===== src/design/ufo_filter_pkg.sv =====
// package for the per-vlan upstream/downstream egress filter
// assumes one switch core clock and an apb master with 32-bit data
package ufo_filter_pkg;

    // ----------------------------------------------------------------
    // sizes
    // ----------------------------------------------------------------
    localparam int NUM_PORTS = 8;
    localparam int NUM_SLOTS = 16;
    localparam int PORT_W = 3;
    localparam int SLOT_W = 4;
    localparam int VID_W = 12;
    localparam int MODE_W = 3;

    typedef logic [NUM_PORTS-1:0] port_mask_t;
    typedef port_mask_t [NUM_SLOTS-1:0] slot_masks_t;
    typedef logic [NUM_SLOTS-1:0] slot_flags_t;

    // ----------------------------------------------------------------
    // register map (byte addresses, one word per register)
    // ----------------------------------------------------------------
    localparam logic [7:0] SLOT_CFG_BASE = 8'h00;   // 16 words: vid, enable, members
    localparam logic [7:0] PORT_MODE_BASE = 8'h40;  // 16 words: mode per port
    localparam logic [7:0] NO_UPLINK_ADDR = 8'h80;  // enabled slots with members, every member downstream
    localparam logic [7:0] UP_MASK_BASE = 8'hc0;    // 16 words: computed upstream mask
    localparam logic [1:0] AREA_CFG = 2'h0;
    localparam logic [1:0] AREA_MODE = 2'h1;
    localparam logic [1:0] AREA_STAT = 2'h2;
    localparam logic [1:0] AREA_UP = 2'h3;

    // slot config field layout
    localparam int CFG_VID_LSB = 0;
    localparam int CFG_EN_BIT = 15;
    localparam int CFG_MEM_LSB = 16;

    localparam logic [VID_W-1:0] VID_RESET = 12'h000;
    localparam port_mask_t MEMBER_RESET = 8'h00;
    localparam logic [31:0] ZERO_WORD = 32'h0000_0000;

    // ----------------------------------------------------------------
    // member port role sources (3 bits per port in the mode word)
    // ----------------------------------------------------------------
    localparam logic [MODE_W-1:0] MODE_DOWN = 3'h0;
    localparam logic [MODE_W-1:0] MODE_STATIC = 3'h1;
    localparam logic [MODE_W-1:0] MODE_PRIMARY = 3'h2;
    localparam logic [MODE_W-1:0] MODE_SECONDARY = 3'h3;
    localparam logic [MODE_W-1:0] MODE_TREE = 3'h4;
    localparam logic [MODE_W-1:0] MODE_RING = 3'h5;

    // ----------------------------------------------------------------
    // lookup carrier between ingress lookup and egress mask
    // ----------------------------------------------------------------
    typedef struct packed {
        logic [VID_W-1:0] vid;
        logic [PORT_W-1:0] src_port;
        port_mask_t egress;
    } lookup_s;

    typedef enum logic [1:0] {
        APB_IDLE,
        APB_DONE
    } apb_state_e;

endpackage


===== src/design/ufo_filter.sv =====
// upstream-only egress filter for up to sixteen isolating vlans
// assumes lookup requests and topology inputs are synchronous to CLOCK,
// and an apb master that holds each request until pready is seen
//
// The APB register port and the register offsets are this design's own decisions.
`timescale 1ns/1ps

module ufo_filter (
    // clock and reset
    input wire logic CLOCK,
    input wire logic NRST,
    // apb slave
    input wire logic PSEL,
    input wire logic PENABLE,
    input wire logic PWRITE,
    input wire logic [7:0] PADDR,
    input wire logic [31:0] PWDATA,
    output logic [31:0] PRDATA,
    output logic PREADY,
    output logic PSLVERR,
    // port and topology state
    input wire ufo_filter_pkg::port_mask_t LINK_UP,
    input wire ufo_filter_pkg::port_mask_t PORT_BLOCKED,
    input wire ufo_filter_pkg::slot_masks_t VLAN_BLOCKED,
    input wire ufo_filter_pkg::slot_masks_t TREE_ROOT_PORT,
    input wire ufo_filter_pkg::slot_masks_t RING_MASTER_SEEN,
    input wire ufo_filter_pkg::slot_flags_t RING_PROTECTED,
    // lookup in from ingress
    input wire logic LOOKUP_VALID,
    input wire ufo_filter_pkg::lookup_s LOOKUP_IN,
    // filtered mask out to egress
    output logic FILTER_VALID,
    output ufo_filter_pkg::port_mask_t FILTER_MASK,
    // vlans left with no upstream member
    output ufo_filter_pkg::slot_flags_t NO_UPLINK
);

    // ----------------------------------------------------------------
    // reset release
    // ----------------------------------------------------------------
    logic rst_meta_ff;
    logic rst_n_ff;

    // two-stage release of the asynchronous reset
    always_ff @(posedge CLOCK or negedge NRST) begin
        if (!NRST) begin
            rst_meta_ff <= 1'b0;
            rst_n_ff <= 1'b0;
        end else begin
            rst_meta_ff <= 1'b1;
            rst_n_ff <= rst_meta_ff;
        end
    end

    // ----------------------------------------------------------------
    // configuration registers
    // ----------------------------------------------------------------
    // sixteen slots
    logic [ufo_filter_pkg::VID_W-1:0] vid_ff [ufo_filter_pkg::NUM_SLOTS];
    logic slot_en_ff [ufo_filter_pkg::NUM_SLOTS];
    ufo_filter_pkg::slot_masks_t member_ff;
    logic [ufo_filter_pkg::NUM_PORTS*ufo_filter_pkg::MODE_W-1:0] mode_ff
        [ufo_filter_pkg::NUM_SLOTS];

    logic apb_access;
    logic apb_commit;
    logic [1:0] area;
    logic [ufo_filter_pkg::SLOT_W-1:0] slot_sel;
    logic addr_ok;

    ufo_filter_pkg::apb_state_e apb_st_ff;

    // decode: top two bits pick the area, next four the slot
    always_comb begin
        area = PADDR[7:6];
        slot_sel = PADDR[5:2];
        addr_ok = (PADDR[1:0] == 2'h0);
        if (area == ufo_filter_pkg::AREA_STAT) begin
            addr_ok = (PADDR == ufo_filter_pkg::NO_UPLINK_ADDR);
        end
        apb_access = PSEL && PENABLE && (apb_st_ff == ufo_filter_pkg::APB_IDLE);
        // the edge at which the master sees pready high
        apb_commit = PSEL && PENABLE && (apb_st_ff == ufo_filter_pkg::APB_DONE);
    end

    // software writes land only at the edge that completes the transfer
    always_ff @(posedge CLOCK or negedge rst_n_ff) begin
        if (!rst_n_ff) begin
            for (int s = 0; s < ufo_filter_pkg::NUM_SLOTS; s++) begin
                vid_ff[s] <= ufo_filter_pkg::VID_RESET;
                slot_en_ff[s] <= 1'b0;
                member_ff[s] <= ufo_filter_pkg::MEMBER_RESET;
                mode_ff[s] <= '0;
            end
        end else if (apb_commit && PWRITE && addr_ok) begin
            if (area == ufo_filter_pkg::AREA_CFG) begin
                vid_ff[slot_sel] <=
                    PWDATA[ufo_filter_pkg::CFG_VID_LSB +: ufo_filter_pkg::VID_W];
                slot_en_ff[slot_sel] <= PWDATA[ufo_filter_pkg::CFG_EN_BIT];
                member_ff[slot_sel] <=
                    PWDATA[ufo_filter_pkg::CFG_MEM_LSB +: ufo_filter_pkg::NUM_PORTS];
            end else if (area == ufo_filter_pkg::AREA_MODE) begin
                mode_ff[slot_sel] <=
                    PWDATA[ufo_filter_pkg::NUM_PORTS*ufo_filter_pkg::MODE_W-1:0];
            end
        end
    end

    // ----------------------------------------------------------------
    // role computation per slot and port
    // ----------------------------------------------------------------
    ufo_filter_pkg::slot_masks_t nxt_up;
    ufo_filter_pkg::slot_flags_t nxt_no_uplink;
    ufo_filter_pkg::slot_masks_t up_ff;
    ufo_filter_pkg::slot_flags_t no_uplink_ff;

    always_comb begin
        ufo_filter_pkg::port_mask_t avail;
        ufo_filter_pkg::port_mask_t prim;
        ufo_filter_pkg::port_mask_t sec;
        ufo_filter_pkg::port_mask_t stat;
        ufo_filter_pkg::port_mask_t tree;
        ufo_filter_pkg::port_mask_t ring;
        logic prim_alive;
        logic [ufo_filter_pkg::MODE_W-1:0] m;
        avail = '0;
        prim = '0;
        sec = '0;
        stat = '0;
        tree = '0;
        ring = '0;
        prim_alive = 1'b0;
        m = ufo_filter_pkg::MODE_DOWN;
        nxt_up = '0;
        nxt_no_uplink = '0;
        for (int s = 0; s < ufo_filter_pkg::NUM_SLOTS; s++) begin
            avail = LINK_UP & ~PORT_BLOCKED & ~VLAN_BLOCKED[s];
            for (int p = 0; p < ufo_filter_pkg::NUM_PORTS; p++) begin
                m = mode_ff[s][p*ufo_filter_pkg::MODE_W +: ufo_filter_pkg::MODE_W];
                stat[p] = (m == ufo_filter_pkg::MODE_STATIC);
                prim[p] = (m == ufo_filter_pkg::MODE_PRIMARY);
                sec[p] = (m == ufo_filter_pkg::MODE_SECONDARY);
                tree[p] = (m == ufo_filter_pkg::MODE_TREE);
                ring[p] = (m == ufo_filter_pkg::MODE_RING);
            end
            prim_alive = |(prim & avail & member_ff[s]);
            // default downstream, many may be upstream
            nxt_up[s] = member_ff[s] & (
                stat |
                (prim & {ufo_filter_pkg::NUM_PORTS{prim_alive}}) |
                (sec & {ufo_filter_pkg::NUM_PORTS{!prim_alive}}) |
                (tree & TREE_ROOT_PORT[s]) |
                (ring & RING_MASTER_SEEN[s] &
                    {ufo_filter_pkg::NUM_PORTS{RING_PROTECTED[s]}}));
            nxt_no_uplink[s] = slot_en_ff[s] && (member_ff[s] != '0) &&
                (nxt_up[s] == '0);
        end
    end

    // role state per slot, refreshed every cycle
    always_ff @(posedge CLOCK or negedge rst_n_ff) begin
        if (!rst_n_ff) begin
            up_ff <= '0;
            no_uplink_ff <= '0;
        end else begin
            up_ff <= nxt_up;
            no_uplink_ff <= nxt_no_uplink;
        end
    end

    assign NO_UPLINK = no_uplink_ff;

    // ----------------------------------------------------------------
    // egress filter
    // ----------------------------------------------------------------
    ufo_filter_pkg::port_mask_t nxt_mask;
    ufo_filter_pkg::port_mask_t mask_ff;
    logic valid_ff;

    always_comb begin
        logic hit;
        logic src_up;
        ufo_filter_pkg::port_mask_t allow;
        hit = 1'b0;
        src_up = 1'b0;
        allow = '1;
        for (int s = 0; s < ufo_filter_pkg::NUM_SLOTS; s++) begin
            if (!hit && slot_en_ff[s] && (vid_ff[s] == LOOKUP_IN.vid)) begin
                hit = 1'b1;
                src_up = up_ff[s][LOOKUP_IN.src_port];
                // downstream source keeps upstream members and all non-member ports
                allow = up_ff[s] | ~member_ff[s];
            end
        end
        if (src_up) begin
            allow = '1;
        end
        // unmatched vlans keep the full mask
        if (!hit) begin
            allow = '1;
        end
        nxt_mask = LOOKUP_IN.egress & allow;
    end

    // registered filter answer, one cycle after the request
    always_ff @(posedge CLOCK or negedge rst_n_ff) begin
        if (!rst_n_ff) begin
            valid_ff <= 1'b0;
            mask_ff <= '0;
        end else begin
            valid_ff <= LOOKUP_VALID;
            mask_ff <= LOOKUP_VALID ? nxt_mask : '0;
        end
    end

    assign FILTER_VALID = valid_ff;
    assign FILTER_MASK = mask_ff;

    // ----------------------------------------------------------------
    // apb answer
    // ----------------------------------------------------------------
    logic [31:0] nxt_rdata;
    logic [31:0] rdata_ff;
    logic ready_ff;
    logic err_ff;

    // read mux over all areas
    always_comb begin
        nxt_rdata = ufo_filter_pkg::ZERO_WORD;
        case (area)
            ufo_filter_pkg::AREA_CFG: begin
                nxt_rdata[ufo_filter_pkg::CFG_VID_LSB +: ufo_filter_pkg::VID_W] =
                    vid_ff[slot_sel];
                nxt_rdata[ufo_filter_pkg::CFG_EN_BIT] = slot_en_ff[slot_sel];
                nxt_rdata[ufo_filter_pkg::CFG_MEM_LSB +: ufo_filter_pkg::NUM_PORTS] =
                    member_ff[slot_sel];
            end
            ufo_filter_pkg::AREA_MODE: begin
                nxt_rdata[ufo_filter_pkg::NUM_PORTS*ufo_filter_pkg::MODE_W-1:0] =
                    mode_ff[slot_sel];
            end
            ufo_filter_pkg::AREA_STAT: begin
                nxt_rdata[ufo_filter_pkg::NUM_SLOTS-1:0] = no_uplink_ff;
            end
            default: begin
                nxt_rdata[ufo_filter_pkg::NUM_PORTS-1:0] = up_ff[slot_sel];
            end
        endcase
        if (!addr_ok) begin
            nxt_rdata = ufo_filter_pkg::ZERO_WORD;
        end
    end

    // one wait state: pready rises the cycle after the access phase opens
    always_ff @(posedge CLOCK or negedge rst_n_ff) begin
        if (!rst_n_ff) begin
            apb_st_ff <= ufo_filter_pkg::APB_IDLE;
            ready_ff <= 1'b0;
            err_ff <= 1'b0;
            rdata_ff <= ufo_filter_pkg::ZERO_WORD;
        end else begin
            case (apb_st_ff)
                ufo_filter_pkg::APB_IDLE: begin
                    ready_ff <= apb_access;
                    err_ff <= apb_access && !addr_ok;
                    rdata_ff <= (apb_access && !PWRITE) ? nxt_rdata
                                                        : ufo_filter_pkg::ZERO_WORD;
                    if (apb_access) begin
                        apb_st_ff <= ufo_filter_pkg::APB_DONE;
                    end
                end
                ufo_filter_pkg::APB_DONE: begin
                    ready_ff <= 1'b0;
                    err_ff <= 1'b0;
                    rdata_ff <= ufo_filter_pkg::ZERO_WORD;
                    apb_st_ff <= ufo_filter_pkg::APB_IDLE;
                end
                default: begin
                    apb_st_ff <= ufo_filter_pkg::APB_IDLE;
                end
            endcase
        end
    end

    assign PREADY = ready_ff;
    assign PSLVERR = err_ff;
    assign PRDATA = rdata_ff;

endmodule


===== config.mk =====
export PLATFORM = sky130hd
export DESIGN_NAME = ufo_filter
export DESIGN_NICKNAME = d
export VERILOG_FILES = /design/src/design/ufo_filter_pkg.sv /design/src/design/ufo_filter.sv
export SDC_FILE = /design/constraint.sdc
export NUM_CORES = 2
export LEC_CHECK = 0
export BUFFER_PORTS_ARGS = -buffer_cell sky130_fd_sc_hd__buf_4
export CORE_MARGIN = 2
export CORE_UTILIZATION = 40
export DETAILED_ROUTE_END_ITERATION = 7
export GPL_TIMING_DRIVEN = 0
export HOLD_SLACK_MARGIN = 0.08
export PLACE_DENSITY = 0.63
export SYNTH_ARGS = -nofsm -noshare
export SYNTH_HDL_FRONTEND = slang
export SYNTH_SLANG_ARGS = --single-unit
export TNS_END_PERCENT = 1

===== constraint.sdc =====
create_clock -name CLOCK -period 29.4 [get_ports CLOCK]
set_input_delay 4.41 -clock CLOCK [delete_from_list [all_inputs] [get_ports CLOCK]]
set_output_delay 4.41 -clock CLOCK [all_outputs]
set_load 0.01 [all_outputs]

==> flow_summary.toml <==
[outcome]
status = "complete, but fails checks"
violations = "capacitance limit, slew limit"

[layout]
final_cell_area_um2 = 62430
final_util_pct = 48.28
area_growth_pct = 19.95
layout.nets = 5440
fin_cells = 6807
final_layout_size_suffix_gt1_share_pct = 35.97

[synthesis]
synth_warnings = 0
yosysTopAreaCell = "dfrtp_1"
synthTopCellsByArea = "dfrtp_1 (43%), mux2_2 (15%), mux4_2 (13%)"
synthesis.area_um2 = 52050
synth_async_sr_flop_share_pct = 100.0
synth.top_cell.area_share_pct = 43.36
syn_area_per_cell_um2 = 12.07
synth_edf_count = 0
netlist_instances = 4313
ys_seq_elements = 902
synth-seq-area-share_pct = 43.36
ys.flop_type = "dfrtp_1"
yosysUniqueCellTypes = 89

[timing]
fmax_mhz = 104.0
rsz0062_at_grt = "false"
tns_ps = 0
period_needed_ps = 9619
finalHoldViolCount = 0
worst_slew_pin_slew_ps = 1550
drv_slew = 62
final.setup_skew_ps = 32.16
setup-violations-final = 0
maxSlewHeadroom_pct = -4.153
period_share_pct = 32.72

[detailed_routing]
drtAntennaViolNets = 0
routed_wl_um = 295700
drtPass1Iterations = 5
vias = 46540
viasPerCell = 6.837
drt_iter0_markers = 7255
wl_per_cell_um = 43.44
drc = 0

[clocking]
clk_path_buf_depth = 3
cts.sinks = 902
ctsResizeCount = 0
cts-hold-fix-buffers = 0
clkTransAtPathRegs_ps = 60
clock-root-buffer = "clkbuf_16"
post-cts-setup-buffers = 0
cts_tree = "done"
cts_made_buffers = 104
h-tree-depth = 3
clock_latency_ps = 760

[power]
power.net_switching_uw = 790.0
internal_power_uw = 2154
total_power_uw = 2944
leakage_uw = 0.02878
p_clk_share_pct = 48.0
seqPwrFrac_pct = 42.5
peakVddDrop_mv = 0.04596
switching_share_pct = 26.83
power_density_nw_per_um2 = 47.16
pwr-share-comb_pct = 9.5

[grt]
grt-ovfl-total = 0
grt_pass1_vias = 44070
grt_pass1_wl_um = 389500
antenna_found_initial = 36
track_usage_pct = 43.86
grt_max_degree = 71

[setup_path]
worstSetupStartpointType = "input pin"
path_class = "in -> reg"
required_ps = 30020
critPathCaptureType = "flip-flop"
reg2reg_from = "vid_ff[147]$_DFFE_PN0P_"
r2r-end = "FILTER_MASK[2]$_DFF_PN0_"
arrival_ps = 10240
rr_worst_depth = 11
regToRegSetupSlack_ps = 24060
cp_max_fo = 10
startpoint = "PADDR[3]"

[place]
gp_congestion = 1.061
place_inst = 6584
dpl.hpwl_um = 234500
place_area_um2 = 58650
io_buffers = 497

[floorplan]
num_rows = 132
dieArea_um2 = 133000
die_x_um = 364.7
num_io_pins = 544
core_um2 = 129300
start_util_pct = 40.25
fp.dieH_um = 364.7

[worst_hold_path]
min-delay-start = "rst_meta_ff$_DFF_PN0_"
hold_depth = 0
min_path_type = "reg -> reg"
worstHoldEndpoint = "rst_n_ff$_DFF_PN0_"

[flow_run]
cap_violations = 8
[cell type report]
cell class | instances | area, µm²
Timing Repair Buffer | 525 | 4349
Buffer | 292 | 1366
Clock buffer | 139 | 2957
Sequential cell | 902 | 22580
Multi-Input combinational cell | 3063 | 28010
Antenna cell | 27 | 67.56
Inverter | 63 | 236.5
Fill cell | 11830 | 66880
Tap cell | 1742 | 2180
Clock inverter | 54 | 695.7
[power groups by stage]
stage | combinational [µW] | clock (µW) | sequential (µW)
after floorplan | 89.0 | 0 | 1290
after global placement | 237 | 0 | 1300
after detailed placement | 270 | 0 | 1270
after CTS | 270 | 1410 | 1250
after global routing | 283 | 1460 | 1250
final | 280 | 1410 | 1250
[per-stage QoR]
step	worst slack, ps	hold slack [ps]
2_1_floorplan	2396	331.2
3_3_place_gp	-8537	335.4
3_5_place_dp	19510	339.7
4_1_cts	20250	351.7
5_1_grt	20170	372.6
6_report	19780	347.1
[cell families after synthesis]
family	count (synthesis)	synth area share, %
adders and majority gates	4	0.09615
other	2	0.01443
DFF	902	43.36
buffers and inverters	355	3.009
and+or+nand+nor	1170	12.30
muxes	1097	29.94
AOI/OAI and AO/OA	586	7.894
xor gates and xnor gates	197	3.387
[worst max-delay path, cell delays in order]
cell	delay [ps]
buf_2	330
buf_1	970
clkbuf_1	920
buf_1	740
nand3_1	670
nor2_1	700
buf_1	1030
mux2_2	430
[worst max path at each step]
| stage | to | slack, ps | depth (start not counted) |
|---|---|---|---|
| after global routing | member_ff[27]$_DFFE_PN0P_ | 20170 | 8 |
| after global placement | mode_ff[297]$_DFFE_PN0P_ | -8540 | 0 |
| after detailed placement | vid_ff[99]$_DFFE_PN0P_ | 19510 | 8 |
| final | vid_ff[107]$_DFFE_PN0P_ | 19780 | 8 |
| after floorplan | FILTER_MASK[0]$_DFF_PN0_ | 2400 | 0 |
| after CTS | vid_ff[107]$_DFFE_PN0P_ | 20250 | 8 |
[flip-flops by register name (all words and copies together) (netlist names)]
signal        flops
mode_ff         384
PRDATA           24
FILTER_VALID      1
slot_en_ff       16
vid_ff          192
PSLVERR           1
FILTER_MASK       8
NO_UPLINK        16
member_ff       128
up_ff           128
PREADY            1
rst_n_ff          1
apb_st_ff         1
rst_meta_ff       1
[metal layers]
metal	share of wire (%)	GRT usage, %	up-vias
met3	12	12.80	908
met5	0.042	0	-
met4	8.8	31.15	18
met2	43	64.48	3662
li1	-	-	17740
met1	37	55.31	24220
[synth_stat cells (24+ instances only)]
| cell | count |
|---|---|
| nand4_1 | 154 |
| dfrtp_1 | 902 |
| nor2b_1 | 111 |
| mux2i_1 | 92 |
| buf_1 | 51 |
| nand3_1 | 40 |
| a21oi_1 | 157 |
| nor2_1 | 280 |
| o21a_1 | 75 |
| a311oi_1 | 82 |
| or4_1 | 34 |
| xnor2_1 | 176 |
| nor4_1 | 50 |
| nor3b_1 | 39 |
| o21ai_0 | 66 |
| mux4_2 | 297 |
| a31oi_1 | 31 |
| inv_1 | 63 |
| nor4b_1 | 35 |
| mux2_2 | 688 |
| nand2b_1 | 26 |
| nand3b_1 | 56 |
| nor3_1 | 24 |
| nand2_1 | 228 |
| buf_2 | 25 |
| clkbuf_1 | 184 |
[cell usage in the layout, fill, tap and decap left out, types with 19 or more instances in the layout]
master and instances:
nor4_1 45, clkbuf_2 23, clkbuf_16 106, o21a_1 75
a21oi_1 157, nand2b_1 26, a31oi_1 31, nand3_1 40
nor3b_1 39, nor2_1 280, nand2_1 228, nor4b_1 35
mux2i_1 92, nor3_1 24, buf_6 23, mux2_1 20
a311oi_1 82, diode_2 27, buf_2 31, and3_1 19
mux4_2 297, clkbuf_8 19, inv_1 63, or4_1 34
xnor2_1 176, clkbuf_1 176, o21ai_0 66, buf_1 45
nand4_1 154, buf_4 510, mux2_2 688, dfrtp_1 901
nor2b_1 107, nand3b_1 56
(Power assumes the default switching activity.)
